## config.mk

```make
export PLATFORM = sky130hd
export DESIGN_NAME = adc_channel_sequencer
export DESIGN_NICKNAME = d
export VERILOG_FILES = /design/src/rtl/adc_channel_sequencer.v
export VERILOG_INCLUDE_DIRS = /design/src /design/src/rtl
export SDC_FILE = /design/constraint.sdc
export NUM_CORES = 1
export LEC_CHECK = 0
export BUFFER_PORTS_ARGS = -buffer_cell sky130_fd_sc_hd__buf_2
export CAP_MARGIN = 20
export CORE_AREA = 2 2 442 444
export DETAILED_ROUTE_END_ITERATION = 8
export DIE_AREA = 0 0 444 446
export PLACE_DENSITY = 0.36
export SYNTH_ARGS = -nofsm -noshare
export SYNTH_HDL_FRONTEND = slang
export SYNTH_SLANG_ARGS = --single-unit
export TNS_END_PERCENT = 30
```

## constraint.sdc

```tcl
create_clock -name clock -period 5 [get_ports clock]
set_input_delay 0.75 -clock clock [delete_from_list [all_inputs] [get_ports clock]]
set_output_delay 0.75 -clock clock [all_outputs]
set_load 0.005 [all_outputs]
```

## src/rtl/seq_defs.vh

```
// Purpose: constants for the channel sequencer
// Assumes: 20 MHz system clock
// Notes:   field codes and reset values of the control ports
`ifndef SEQ_DEFS_VH
`define SEQ_DEFS_VH
`define SLOT_COUNT        16
`define SETUP_COUNT       8
`define CHAN_EN_RESET     16'h0001
`define POS_SEL_RESET     5'h00
`define NEG_SEL_RESET     5'h01
`define SETUP_SEL_RESET   3'h0
// filter type codes
`define FILT_SINC5        3'h0
`define FILT_SINC3        3'h1
`define FILT_SINC5_AVG    3'h2
`define FILT_POST         3'h3
`define FILT_FIR          3'h4
// gain codes; 4'h9 is unity with precharge buffer only
`define GAIN_HALF         4'h0
`define GAIN_128          4'h8
`define GAIN_PRECHARGE    4'h9
`define GAIN_RESET        4'h1
// clock source codes
`define CLK_INTERNAL      2'h0
`define CLK_EXTERNAL      2'h1
`define CLK_CRYSTAL       2'h2
// conversion modes
`define MODE_CONTINUOUS   2'h0
`define MODE_SINGLE       2'h1
`define MODE_STANDBY      2'h2
// calibration commands
`define CAL_NONE          2'h0
`define CAL_INT_OFFSET    2'h1
`define CAL_SYS_OFFSET    2'h2
`define CAL_SYS_GAIN      2'h3
// settling delay unit: 1 us expressed in cycles at 20 MHz
`define DELAY_UNIT_NS     1000
`define CLOCK_PERIOD_NS   50
`define DELAY_UNIT_CYC    (`DELAY_UNIT_NS / `CLOCK_PERIOD_NS)
`endif

```

## src/rtl/adc_channel_sequencer.v

```verilog
// Purpose: channel slot sequencer for a multichannel sigma-delta converter
// Assumes: converter core answers each start with one done pulse
// Notes:   setup fields arrive flattened, setup n at bits [n*W +: W]
//          a fir conflict only blocks a fresh start from idle
//          calibration requests are taken only while idle
// Functional notes
// sixteen slots, each picks a positive and negative mux input
// enabled slots are converted automatically without host selecting each
// each visit performs a programmable count of back-to-back conversions
// programmable settling delay before conversions start on a slot
// sequencing works except FIR; FIR needs one enabled channel
// eight setups with gain, rate, filter, reference, chop, offset, gain
// five filter types: sinc5, sinc3, sinc5 average, post, FIR
// gains 0.5 through 128 plus unity precharge bypass
// main clock from internal oscillator, external input or crystal
// diagnostic slots are sequenced exactly like ordinary slots
// internal offset, system offset and system full-scale calibration
// ascending slot order up to fifteen, disabled slots skipped
// host includes slot zero whenever several slots are enabled
// reset gives continuous mode, internal clock, slot zero only
// continuous mode wraps from highest to lowest enabled slot
`include "seq_defs.vh"
`timescale 1ns/10ps
`default_nettype none
module adc_channel_sequencer #(
  parameter NSLOT   = 16,
  parameter NSETUP  = 8,
  parameter SELW    = 5,
  parameter DLYW    = 8,
  parameter RPTW    = 8,
  parameter CALW    = 24
) (
  input  wire                    clock,
  input  wire                    rst,
  input  wire [NSLOT-1:0]        chan_enable,
  input  wire                    chan_enable_wr,
  input  wire [NSLOT*SELW-1:0]   positive_input_select,
  input  wire [NSLOT*SELW-1:0]   negative_input_select,
  input  wire [NSLOT*3-1:0]      slot_setup,
  input  wire [NSLOT*DLYW-1:0]   slot_delay,
  input  wire [NSLOT*RPTW-1:0]   slot_repeat,
  input  wire [NSETUP*4-1:0]     setup_gain,
  input  wire [NSETUP*3-1:0]     setup_filter,
  input  wire [NSETUP*11-1:0]    setup_rate,
  input  wire [NSETUP*2-1:0]     setup_ref,
  input  wire [NSETUP-1:0]       setup_chop,
  input  wire [NSETUP*CALW-1:0]  setup_offset,
  input  wire [NSETUP*CALW-1:0]  setup_gain_cal,
  input  wire [1:0]              mode,
  input  wire [1:0]              clock_source,
  input  wire                    clock_out_en,
  input  wire [1:0]              cal_request,
  input  wire                    conv_done,
  output reg                     conv_start,
  output reg  [1:0]              cal_active,
  output reg  [3:0]              cur_slot,
  output reg  [SELW-1:0]         mux_pos,
  output reg  [SELW-1:0]         mux_neg,
  output reg  [3:0]              cur_gain,
  output reg  [2:0]              cur_filter,
  output reg  [10:0]             cur_rate,
  output reg  [1:0]              cur_ref,
  output reg                     cur_chop,
  output reg  [CALW-1:0]         cur_offset,
  output reg  [CALW-1:0]         cur_gain_cal,
  output reg                     osc_enable,
  output reg  [1:0]              clock_select,
  output reg                     clock_pin_en,
  output reg                     fir_config_error,
  output reg                     busy
);
  // sequencer states, binary coded
  localparam ST_IDLE   = 3'h0;
  localparam ST_SELECT = 3'h1;
  localparam ST_SETTLE = 3'h2;
  localparam ST_START  = 3'h3;
  localparam ST_WAIT   = 3'h4;
  localparam ST_CAL    = 3'h5;
  // settle unit in clock cycles, sized to match the unit counter
  localparam [15:0] UNIT_CYC = `DELAY_UNIT_CYC;

  // next enabled slot strictly above 'from'; wrap flag when none
  function [4:0] next_slot;
    input [NSLOT-1:0] en;
    input [4:0]       from;
    integer i;
    begin
      // 5'h10 marks that no enabled slot lies above
      next_slot = 5'h10;
      for (i = NSLOT - 1; i >= 0; i = i - 1) begin
        if (en[i] && (i > from)) begin
          next_slot = i[4:0];
        end
      end
    end
  endfunction

  // filter code of one setup; shared by the fir check and the slot apply
  function [2:0] filter_of;
    input [NSETUP*3-1:0] filt;
    input [2:0]          su;
    begin
      filter_of = filt[su*3 +: 3];
    end
  endfunction

  // counts enabled slots, used for the single-channel FIR check
  function [4:0] count_en;
    input [NSLOT-1:0] en;
    integer i;
    begin
      count_en = 5'h00;
      for (i = 0; i < NSLOT; i = i + 1) begin
        count_en = count_en + {4'h0, en[i]};
      end
    end
  endfunction

  // sequencer state, counters and lookups
  reg [NSLOT-1:0] en_q;
  reg [2:0]       state_q;
  reg [3:0]       slot_q;
  reg [DLYW-1:0]  dly_q;
  reg [15:0]      unit_q;
  reg [RPTW-1:0]  rpt_q;
  reg [1:0]       mode_q;
  reg             single_done_q;
  reg [4:0]       first_w;
  reg [4:0]       nxt_w;
  reg [2:0]       set_w;
  reg             fir_w;
  wire [NSLOT-1:0] fir_slot_w;

  // fir on any enabled slot counts, not only on the slot last visited
  genvar g;
  generate
    for (g = 0; g < NSLOT; g = g + 1) begin : g_fir
      assign fir_slot_w[g] = en_q[g] &&
                             (filter_of(setup_filter, slot_setup[g*3 +: 3]) == `FILT_FIR);
    end
  endgenerate

  // slot lookup; diagnostic sources are just other mux codes
  always @* begin
    // slot zero first; a lone slot above zero must still be found
    if (en_q[0]) begin
      first_w = 5'h00;
    end else begin
      first_w = next_slot(en_q, 5'h00);
    end
    nxt_w = next_slot(en_q, {1'b0, slot_q}); // ascending, skips disabled
    set_w = slot_setup[slot_q*3 +: 3];
    fir_w = |fir_slot_w;
  end

  // enable mask latch; reset leaves only slot zero
  // a new mask steers the next slot choice, not the running one
  always @(posedge clock) begin
    if (rst) begin
      en_q <= `CHAN_EN_RESET;
    end else if (chan_enable_wr) begin
      en_q <= chan_enable; // several slots must include slot zero
    end
  end

  // clock source control; internal oscillator after reset
  always @(posedge clock) begin
    if (rst) begin
      osc_enable   <= 1'b1;
      clock_select <= `CLK_INTERNAL;
      clock_pin_en <= 1'b0;
    end else begin
      // code 3 is unused and falls back to the internal oscillator
      clock_select <= (clock_source == 2'h3) ? `CLK_INTERNAL : clock_source;
      osc_enable   <= (clock_source == `CLK_INTERNAL) || (clock_source == 2'h3)
                      || clock_out_en;
      clock_pin_en <= clock_out_en && (clock_source != `CLK_EXTERNAL);
    end
  end

  // fir flag: sequencing refused unless exactly one slot enabled
  always @(posedge clock) begin
    if (rst) begin
      fir_config_error <= 1'b0;
    end else begin
      fir_config_error <= fir_w && (count_en(en_q) > 5'h01);
    end
  end

  // main sequencer; a slot's setup is applied when selected
  always @(posedge clock) begin
    if (rst) begin
      state_q       <= ST_IDLE;
      slot_q        <= 4'h0;
      dly_q         <= {DLYW{1'b0}};
      unit_q        <= 16'h0000;
      rpt_q         <= {RPTW{1'b0}};
      mode_q        <= `MODE_CONTINUOUS;
      single_done_q <= 1'b0;
      conv_start    <= 1'b0;
      cal_active    <= `CAL_NONE;
      cur_slot      <= 4'h0;
      mux_pos       <= `POS_SEL_RESET;
      mux_neg       <= `NEG_SEL_RESET;
      cur_gain      <= `GAIN_RESET;
      cur_filter    <= `FILT_SINC5;
      cur_rate      <= 11'h000;
      cur_ref       <= 2'h0;
      cur_chop      <= 1'b0;
      cur_offset    <= {CALW{1'b0}};
      cur_gain_cal  <= {CALW{1'b0}};
      busy          <= 1'b0;
    end else begin
      conv_start <= 1'b0;
      mode_q     <= mode;
      if (mode != mode_q) begin
        single_done_q <= 1'b0; // new mode restarts a single pass
      end
      case (state_q)
        ST_IDLE: begin
          // calibration first, then a pass if mode and fir check allow
          busy <= 1'b0;
          if (cal_request != `CAL_NONE) begin
            cal_active <= cal_request; // offset or full-scale calibration
            state_q    <= ST_CAL;
            busy       <= 1'b1;
            conv_start <= 1'b1;
          end else if ((mode_q == `MODE_CONTINUOUS ||
                        (mode_q == `MODE_SINGLE && !single_done_q)) &&
                       !first_w[4] && !fir_config_error) begin
            slot_q  <= first_w[3:0];
            state_q <= ST_SELECT;
            busy    <= 1'b1;
          end
        end
        ST_SELECT: begin
          // route pair and the linked setup of this slot
          cur_slot     <= slot_q;
          mux_pos      <= positive_input_select[slot_q*SELW +: SELW];
          mux_neg      <= negative_input_select[slot_q*SELW +: SELW];
          cur_gain     <= setup_gain[set_w*4 +: 4]; // codes to precharge
          cur_filter   <= filter_of(setup_filter, set_w); // five filter codes
          cur_rate     <= setup_rate[set_w*11 +: 11];
          cur_ref      <= setup_ref[set_w*2 +: 2];
          cur_chop     <= setup_chop[set_w];
          cur_offset   <= setup_offset[set_w*CALW +: CALW];
          cur_gain_cal <= setup_gain_cal[set_w*CALW +: CALW];
          dly_q        <= slot_delay[slot_q*DLYW +: DLYW];
          unit_q       <= UNIT_CYC - 16'h0001;
          rpt_q        <= slot_repeat[slot_q*RPTW +: RPTW];
          state_q      <= ST_SETTLE;
        end
        ST_SETTLE: begin
          // settling delay in microsecond units
          // a zero delay goes straight to start
          if (dly_q == {DLYW{1'b0}}) begin
            state_q <= ST_START;
          end else if (unit_q == 16'h0000) begin
            unit_q <= UNIT_CYC - 16'h0001;
            dly_q  <= dly_q - {{(DLYW-1){1'b0}}, 1'b1};
          end else begin
            unit_q <= unit_q - 16'h0001;
          end
        end
        ST_START: begin
          // one-cycle launch pulse to the converter core
          conv_start <= 1'b1;
          state_q    <= ST_WAIT;
        end
        ST_WAIT: begin
          // repeats finish before a standby request is honoured
          if (conv_done) begin
            if (rpt_q != {RPTW{1'b0}}) begin
              rpt_q   <= rpt_q - {{(RPTW-1){1'b0}}, 1'b1}; // repeat count
              state_q <= ST_START;
            end else if (mode_q == `MODE_STANDBY) begin
              state_q <= ST_IDLE; // finish the conversion, then stop
            end else if (!nxt_w[4]) begin
              slot_q  <= nxt_w[3:0];
              state_q <= ST_SELECT;
            end else if (mode_q == `MODE_CONTINUOUS) begin
              slot_q  <= first_w[3:0]; // wrap to lowest enabled
              state_q <= first_w[4] ? ST_IDLE : ST_SELECT;
            end else begin
              single_done_q <= 1'b1;
              state_q       <= ST_IDLE;
            end
          end
        end
        ST_CAL: begin
          // one conversion carries the calibration
          if (conv_done) begin
            cal_active <= `CAL_NONE;
            state_q    <= ST_IDLE;
          end
        end
        default: begin
          state_q <= ST_IDLE;
        end
      endcase
    end
  end
endmodule // adc_channel_sequencer
`default_nettype wire

```

# After elaboration in Yosys (flattened, before gate mapping)
# Index checks and enable logic that the tools add are counted.
# word_totals
ff_bits	150
inputBits	1043
word_cells	283
# classes
add_sub_neg	18
multipliers	21
magnitude_cmp	17
eq_ne	39
n_shift	27
n_mux	75
reduce_logical	61
# op_table
op	n
24-bit by 6-bit indexed part select with 3-bit output	17
192-bit by 9-bit indexed part select with 24-bit output	2
128-bit by 8-bit indexed part select with 8-bit output	2
80-bit by 8-bit indexed part select with 5-bit output	2
5-bit 2-to-1 mux	31
3-bit by 2-bit multiplier with 5-bit output (second input constant)	18
88-bit by 8-bit indexed part select with 11-bit output	1
5-bit by 1-bit adder with 5-bit output	11
3-bit == test (second input constant)	18
48-bit by 7-bit indexed part select with 3-bit output	1
1-bit logical AND	36
4-bit > comparator (first input constant)	8
16-bit 2-to-1 mux	2
8-bit 2-to-1 mux	4
16-bit case mux with 2 select lines	1
8-bit case mux with 2 select lines	2
32-bit by 6-bit indexed part select with 4-bit output	1
4-bit 2-to-1 mux	7
2-bit inequality test (second input constant)	11
3-bit case mux with 6 select lines	1
3-bit by 4-bit > comparator with 1-bit output (first input constant)	4
16-bit logical NOT	1
16-bit OR reduction	1
16-bit by 5-bit indexed part select with 2-bit output	1
39 further kinds	75

# Longest topological paths before layout
# depth
word_depth	23
ltp_mapped	14

# Worst setup path before layout
# Ideal clock, no wire load.
# synth_path
path_type	reg2reg
start	register en_q[5]
end	register fir_config_error
setup_ns	0.134
t_arrival_ns	3.919
required_time_ns	4.866
setup_slack_ns	0.947
stages_incl_launch_ff	15
synth_period_minus_slack_ns	4.053
cell_sequence	dfxtp_1 -> clkbuf_1 -> inv_1 -> fa_1 -> fa_1 -> fa_1 -> fa_1 -> inv_1 -> ha_1 -> inv_1 -> fa_1 -> a2111oi_0 -> a21oi_1 -> nor4b_1 -> a311oi_1
# synth_between
elab_chain_len	13
elab_cells_between_ends	15
classes_between	11 x add/sub; 1 x order compare; 3 x reduce/logical
# synth_rtl
item	line_no	source
from (decl)	adc_channel_sequencer.v:120	reg [NSLOT-1:0] en_q;
from (signal assigned)	adc_channel_sequencer.v:160	en_q <= `CHAN_EN_RESET;
from (signal assigned)	adc_channel_sequencer.v:162	en_q <= chan_enable;
5-bit by 1-bit adder with 5-bit output (11 in a row)	adc_channel_sequencer.v:114	count_en = count_en + {4'h0, en[i]};
5-bit by 1-bit > comparator with 1-bit output	adc_channel_sequencer.v:186	fir_config_error <= fir_w && (count_en(en_q) > 5'h01);
1-bit logical AND *	adc_channel_sequencer.v:186	
to (signal assigned)	adc_channel_sequencer.v:186	
to (decl)	adc_channel_sequencer.v:69	output reg fir_config_error,
# Mark *: on every way between the ends. The rest lies on a longest branch, timed or not.
# A chain may end at the register's enable or synchronous reset.

# Worst setup path in the final report
# layout_path
start	register en_q[7]
end	register fir_config_error
# layout_between
elab_chain_len	11
elab_cells_between_ends	13
classes_between	9 x add/sub; 1 x order compare; 3 x reduce/logical
# layout_rtl
item	line_no
5-bit by 1-bit adder with 5-bit output (9 in a row)	adc_channel_sequencer.v:114
5-bit by 1-bit > comparator with 1-bit output	adc_channel_sequencer.v:186
1-bit logical AND *	adc_channel_sequencer.v:186
# Marked as above.

==> summary.txt <==
Outcome
  • Status: finished, final reports clean

Logic synthesis
  • Adder-cell area share of the yosys netlist: 2.221%
  • Flops & latches, synth: 150
  • Synth warn: 0
  • Syn nets: 3,059
  • Main synth FF type: dfxtp_1
  • Seq/Total Area, Yosys: 19.04%
  • Asr flop ratio synth: 0%
  • Cell variety after synth: 73
  • Post-synthesis mux area share: 27.99%
  • Post-Syn Area: 0.01577 mm²
  • Simple-gate share of the synthesized area: 23.76%
  • Compound-gate portion of the synthesized area: 19.94%
  • Mean area per synthesized cell: 7.910 µm²
  • Largest family of logic cells by synthesized area: multiplexers
  • Syn Inst Count: 1,994
  • Post-synthesis xor/xnor area fraction: 0.8329%
  • EDFF count, synth: 0

Route
  • Detailed Route Iter0 Violations: 1,386
  • Final WL: 120,700 µm
  • Residual DRC: 0
  • DR pass1 iterations: 5
  • Routed len/inst: 21.55 µm
  • Post-route ant nets: 0
  • Drt via density: 3.693
  • Vias: 20.68k

CTS
  • Clock Latency Late Sink: 0.55 ns
  • H-Tree Depth: 4
  • Post-CTS setup buffer count: 0
  • CTS Buf Count: 17
  • Worst-path clk slew: 0.08 ns
  • Clock sinks: 150
  • CTS hold repair buffers: 0
  • CTS Buffer Depth: 2
  • CTS tree: built
  • CTS Root Cell: clkbuf_16
  • PostCTS Resize Cnt: 0

Pwr
  • Gate power share: 72.3%
  • Power Total: 12.99 mW
  • Net switching power: 6.914 mW
  • Power Internal: 6.072 mW
  • Reg power frac: 15.9%
  • Cell leakage power: 10.51 nW
  • Max rail drop VDD: 0.0004793 V
  • Power Density: 516.9 mW/mm²
  • Clock power share: 11.8%
  • Sw Share: 53.24%

STA
  • RSZ-0062 raised after global routing: false
  • Worst-margin pin slew: 1.178 ns
  • Hold_ws: 0.4177 ns
  • Setup TNS: 0 ns
  • Worst Clk Skew: 0.01486 ns
  • Fmax: 238.1 MHz
  • Final period utilization: 84.00%
  • Slew Limit Fails: 0
  • Final Hold Viols: 0
  • Endpoints failing setup: 0
  • Max-slew headroom: 21.31%
  • Post-route minimum period: 4.200 ns

Critical path
  • Critical Path RT: 5.40 ns
  • CP peak stage delay: 0.54 ns
  • CP Cell Sequence: inv_1 -> fa_1 -> fa_1 -> fa_1 -> fa_1 -> inv_1 -> ha_1 -> inv_1 -> fa_1 -> a2111oi_0 -> a21oi_1 -> nor4b_1 -> a311oi_1
  • Crit path max fanout: 11
  • Most frequent CP cell: fa_1
  • Top delay family on crit path: adder cells
  • Crit path DAT: 4.60 ns
  • Crit path kind: flip-flop to flip-flop
  • Worst Setup Start Kind: flip-flop
  • Critical path's slowest cell: dfxtp_1
  • Worst Setup End Kind: flip-flop
  • Crit path buffers/inverters: 3

Placement
  • Dpl hpwl: 100,800 µm
  • Port buffer count: 1,134
  • Routability Congestion: 0.8798

Final layout
  • Commonest non-fill, non-tap cell in the layout: buf_2
  • Nets: 4,084
  • Area grow syn2layout: 59.29%
  • Most frequent cells in the layout: 1,133 x buf_2, 492 x nand2_1, 160 x nor2_1, 146 x dfxtp_1
  • Share of cells above drive strength 1: 45.84%

Floorplan
  • Area of the core: 0.1936 mm²
  • Die height: 446 µm
  • FP Rows: 162
  • Io pins: 1,135
  • Initial core utilization: 8.148%
  • Die area: 0.1980 mm²
  • Die width: 444 µm

GRT
  • Largest net degree at the start of global routing: 119
  • Total gr overflow: 0
  • Antenna violations before repair: 46
  • Total GRT Usage: 11.64%
  • Vias in the first global route: 20.69k
  • Global-route wire length before repair: 160,600 µm

Hold path
  • Type of the most critical hold path: input pin to flip-flop

Run
  • Max_cap viols: 0
## flip-flops by register name, summed over array words and instances, names as in the netlist, 2 cells and up
register,cells
cal_active,2
cur_filter,3
unit_q,16
mux_neg,5
cur_gain,4
dly_q,8
cur_ref,2
mux_pos,5
rpt_q,8
en_q,16
clock_select,2
cur_offset,24
cur_slot,4
state_q,3
cur_rate,11
mode_q,2
cur_gain_cal,24
slot_q,4
## worst paths after layout
check / cells after the start / slack (ns) / startpoint / endpoint
worst max-delay path: 13 / 0.80 / en_q[7] / fir_config_error
worst min-delay path: 2 / 0.42 / clock_out_en / osc_enable
worst min register to register: 2 / 0.45 / cur_slot[0] / cur_slot[0]
worst max register to register: 13 / 0.80 / en_q[7] / fir_config_error
## worst reg2reg max path, cell delays in order (launching register included)
cell and delay [ns]:
dfxtp_1 0.54, inv_1 0.14, fa_1 0.54, fa_1 0.43, fa_1 0.54, fa_1 0.42, inv_1 0.07, ha_1 0.15
inv_1 0.05, fa_1 0.37, a2111oi_0 0.39, a21oi_1 0.08, nor4b_1 0.27, a311oi_1 0.08
## cell families after synthesis
group | count (synthesis)
simple gates | 871
compound gates | 445
mux | 270
buf+inv | 221
flops | 150
fa+ha+maj | 22
xor+xnor | 15
## cell usage after synthesis (5+ instances only)
library cell | number | area [µm²]
nand3_1 | 86 | 430.4
nor3_1 | 33 | 165.2
mux2_2 | 8 | 90.09
nand2b_1 | 7 | 43.79
buf_2 | 57 | 285.3
ha_1 | 12 | 150.1
a211oi_1 | 6 | 45.04
a221oi_1 | 5 | 43.79
or3_1 | 11 | 68.82
mux4_2 | 135 | 3040
a31oi_1 | 10 | 62.56
o32ai_1 | 9 | 78.83
xnor2_1 | 11 | 96.34
nor4b_1 | 5 | 43.79
or3b_2 | 6 | 52.55
o221ai_1 | 69 | 604.3
o21ai_1 | 7 | 35.03
a22oi_1 | 16 | 120.1
nand4_1 | 6 | 37.54
mux2i_1 | 126 | 1261
a311oi_1 | 5 | 43.79
inv_1 | 35 | 131.4
fa_1 | 10 | 200.2
nor4_1 | 13 | 81.33
a32o_1 | 69 | 690.7
o21a_1 | 7 | 52.55
buf_6 | 5 | 56.30
o211ai_1 | 5 | 37.54
clkbuf_1 | 107 | 401.6
nor3b_1 | 16 | 120.1
buf_4 | 11 | 82.58
o22ai_1 | 16 | 100.1
nor2_1 | 162 | 608.1
dfxtp_1 | 150 | 3003
nand2_1 | 492 | 1847
nor2b_1 | 7 | 43.79
a21oi_1 | 135 | 675.7
o21ai_0 | 53 | 265.3
## layout make-up
cell class / instances / area [µm²]
well taps: 2542 / 3181
clock buffers: 19 / 464.2
fillers: 22452 / 168400
inverters: 36 / 135.1
clock inverters: 13 / 150.1
multi-input cells: 1623 / 11840
repair buffers: 1191 / 6272
diodes: 26 / 65.06
flip-flops and latches: 150 / 3015
## power by group through the flow
stage | combinational (mW) | sequential, mW | clock (mW)
3_3_place_gp | 9.69 | 2.09 | 0
5_1_grt | 10.4 | 2.14 | 1.66
4_1_cts | 9.72 | 2.07 | 1.63
6_report | 9.39 | 2.07 | 1.53
2_1_floorplan | 6.16 | 1.84 | 0
3_5_place_dp | 9.70 | 2.09 | 0
## per-layer routing
layer / track usage, % / vias up / wire length [µm]
met4: 5.287 / 10 / 4604
met3: 2.417 / 147 / 7147
met2: 21.72 / 983 / 64230
li1: - / 9544 / -
met5: 0 / - / 64
met1: 12.49 / 9994 / 44630
## through the flow
step | cell area [µm²] | instances | utilization, % | setup WS (ns)
final | 25120 | 5600 | 12.98 | 0.8000
after global routing | 25100 | 5592 | 12.97 | 0.5407
after CTS | 25060 | 5574 | 12.95 | 0.8261
after detailed placement | 24440 | 5542 | 12.63 | 0.8616
after global placement | 24440 | 5542 | 12.63 | 0.6630
after floorplan | 15770 | 1994 | - | 0.9467
(Power assumes the default switching activity.)
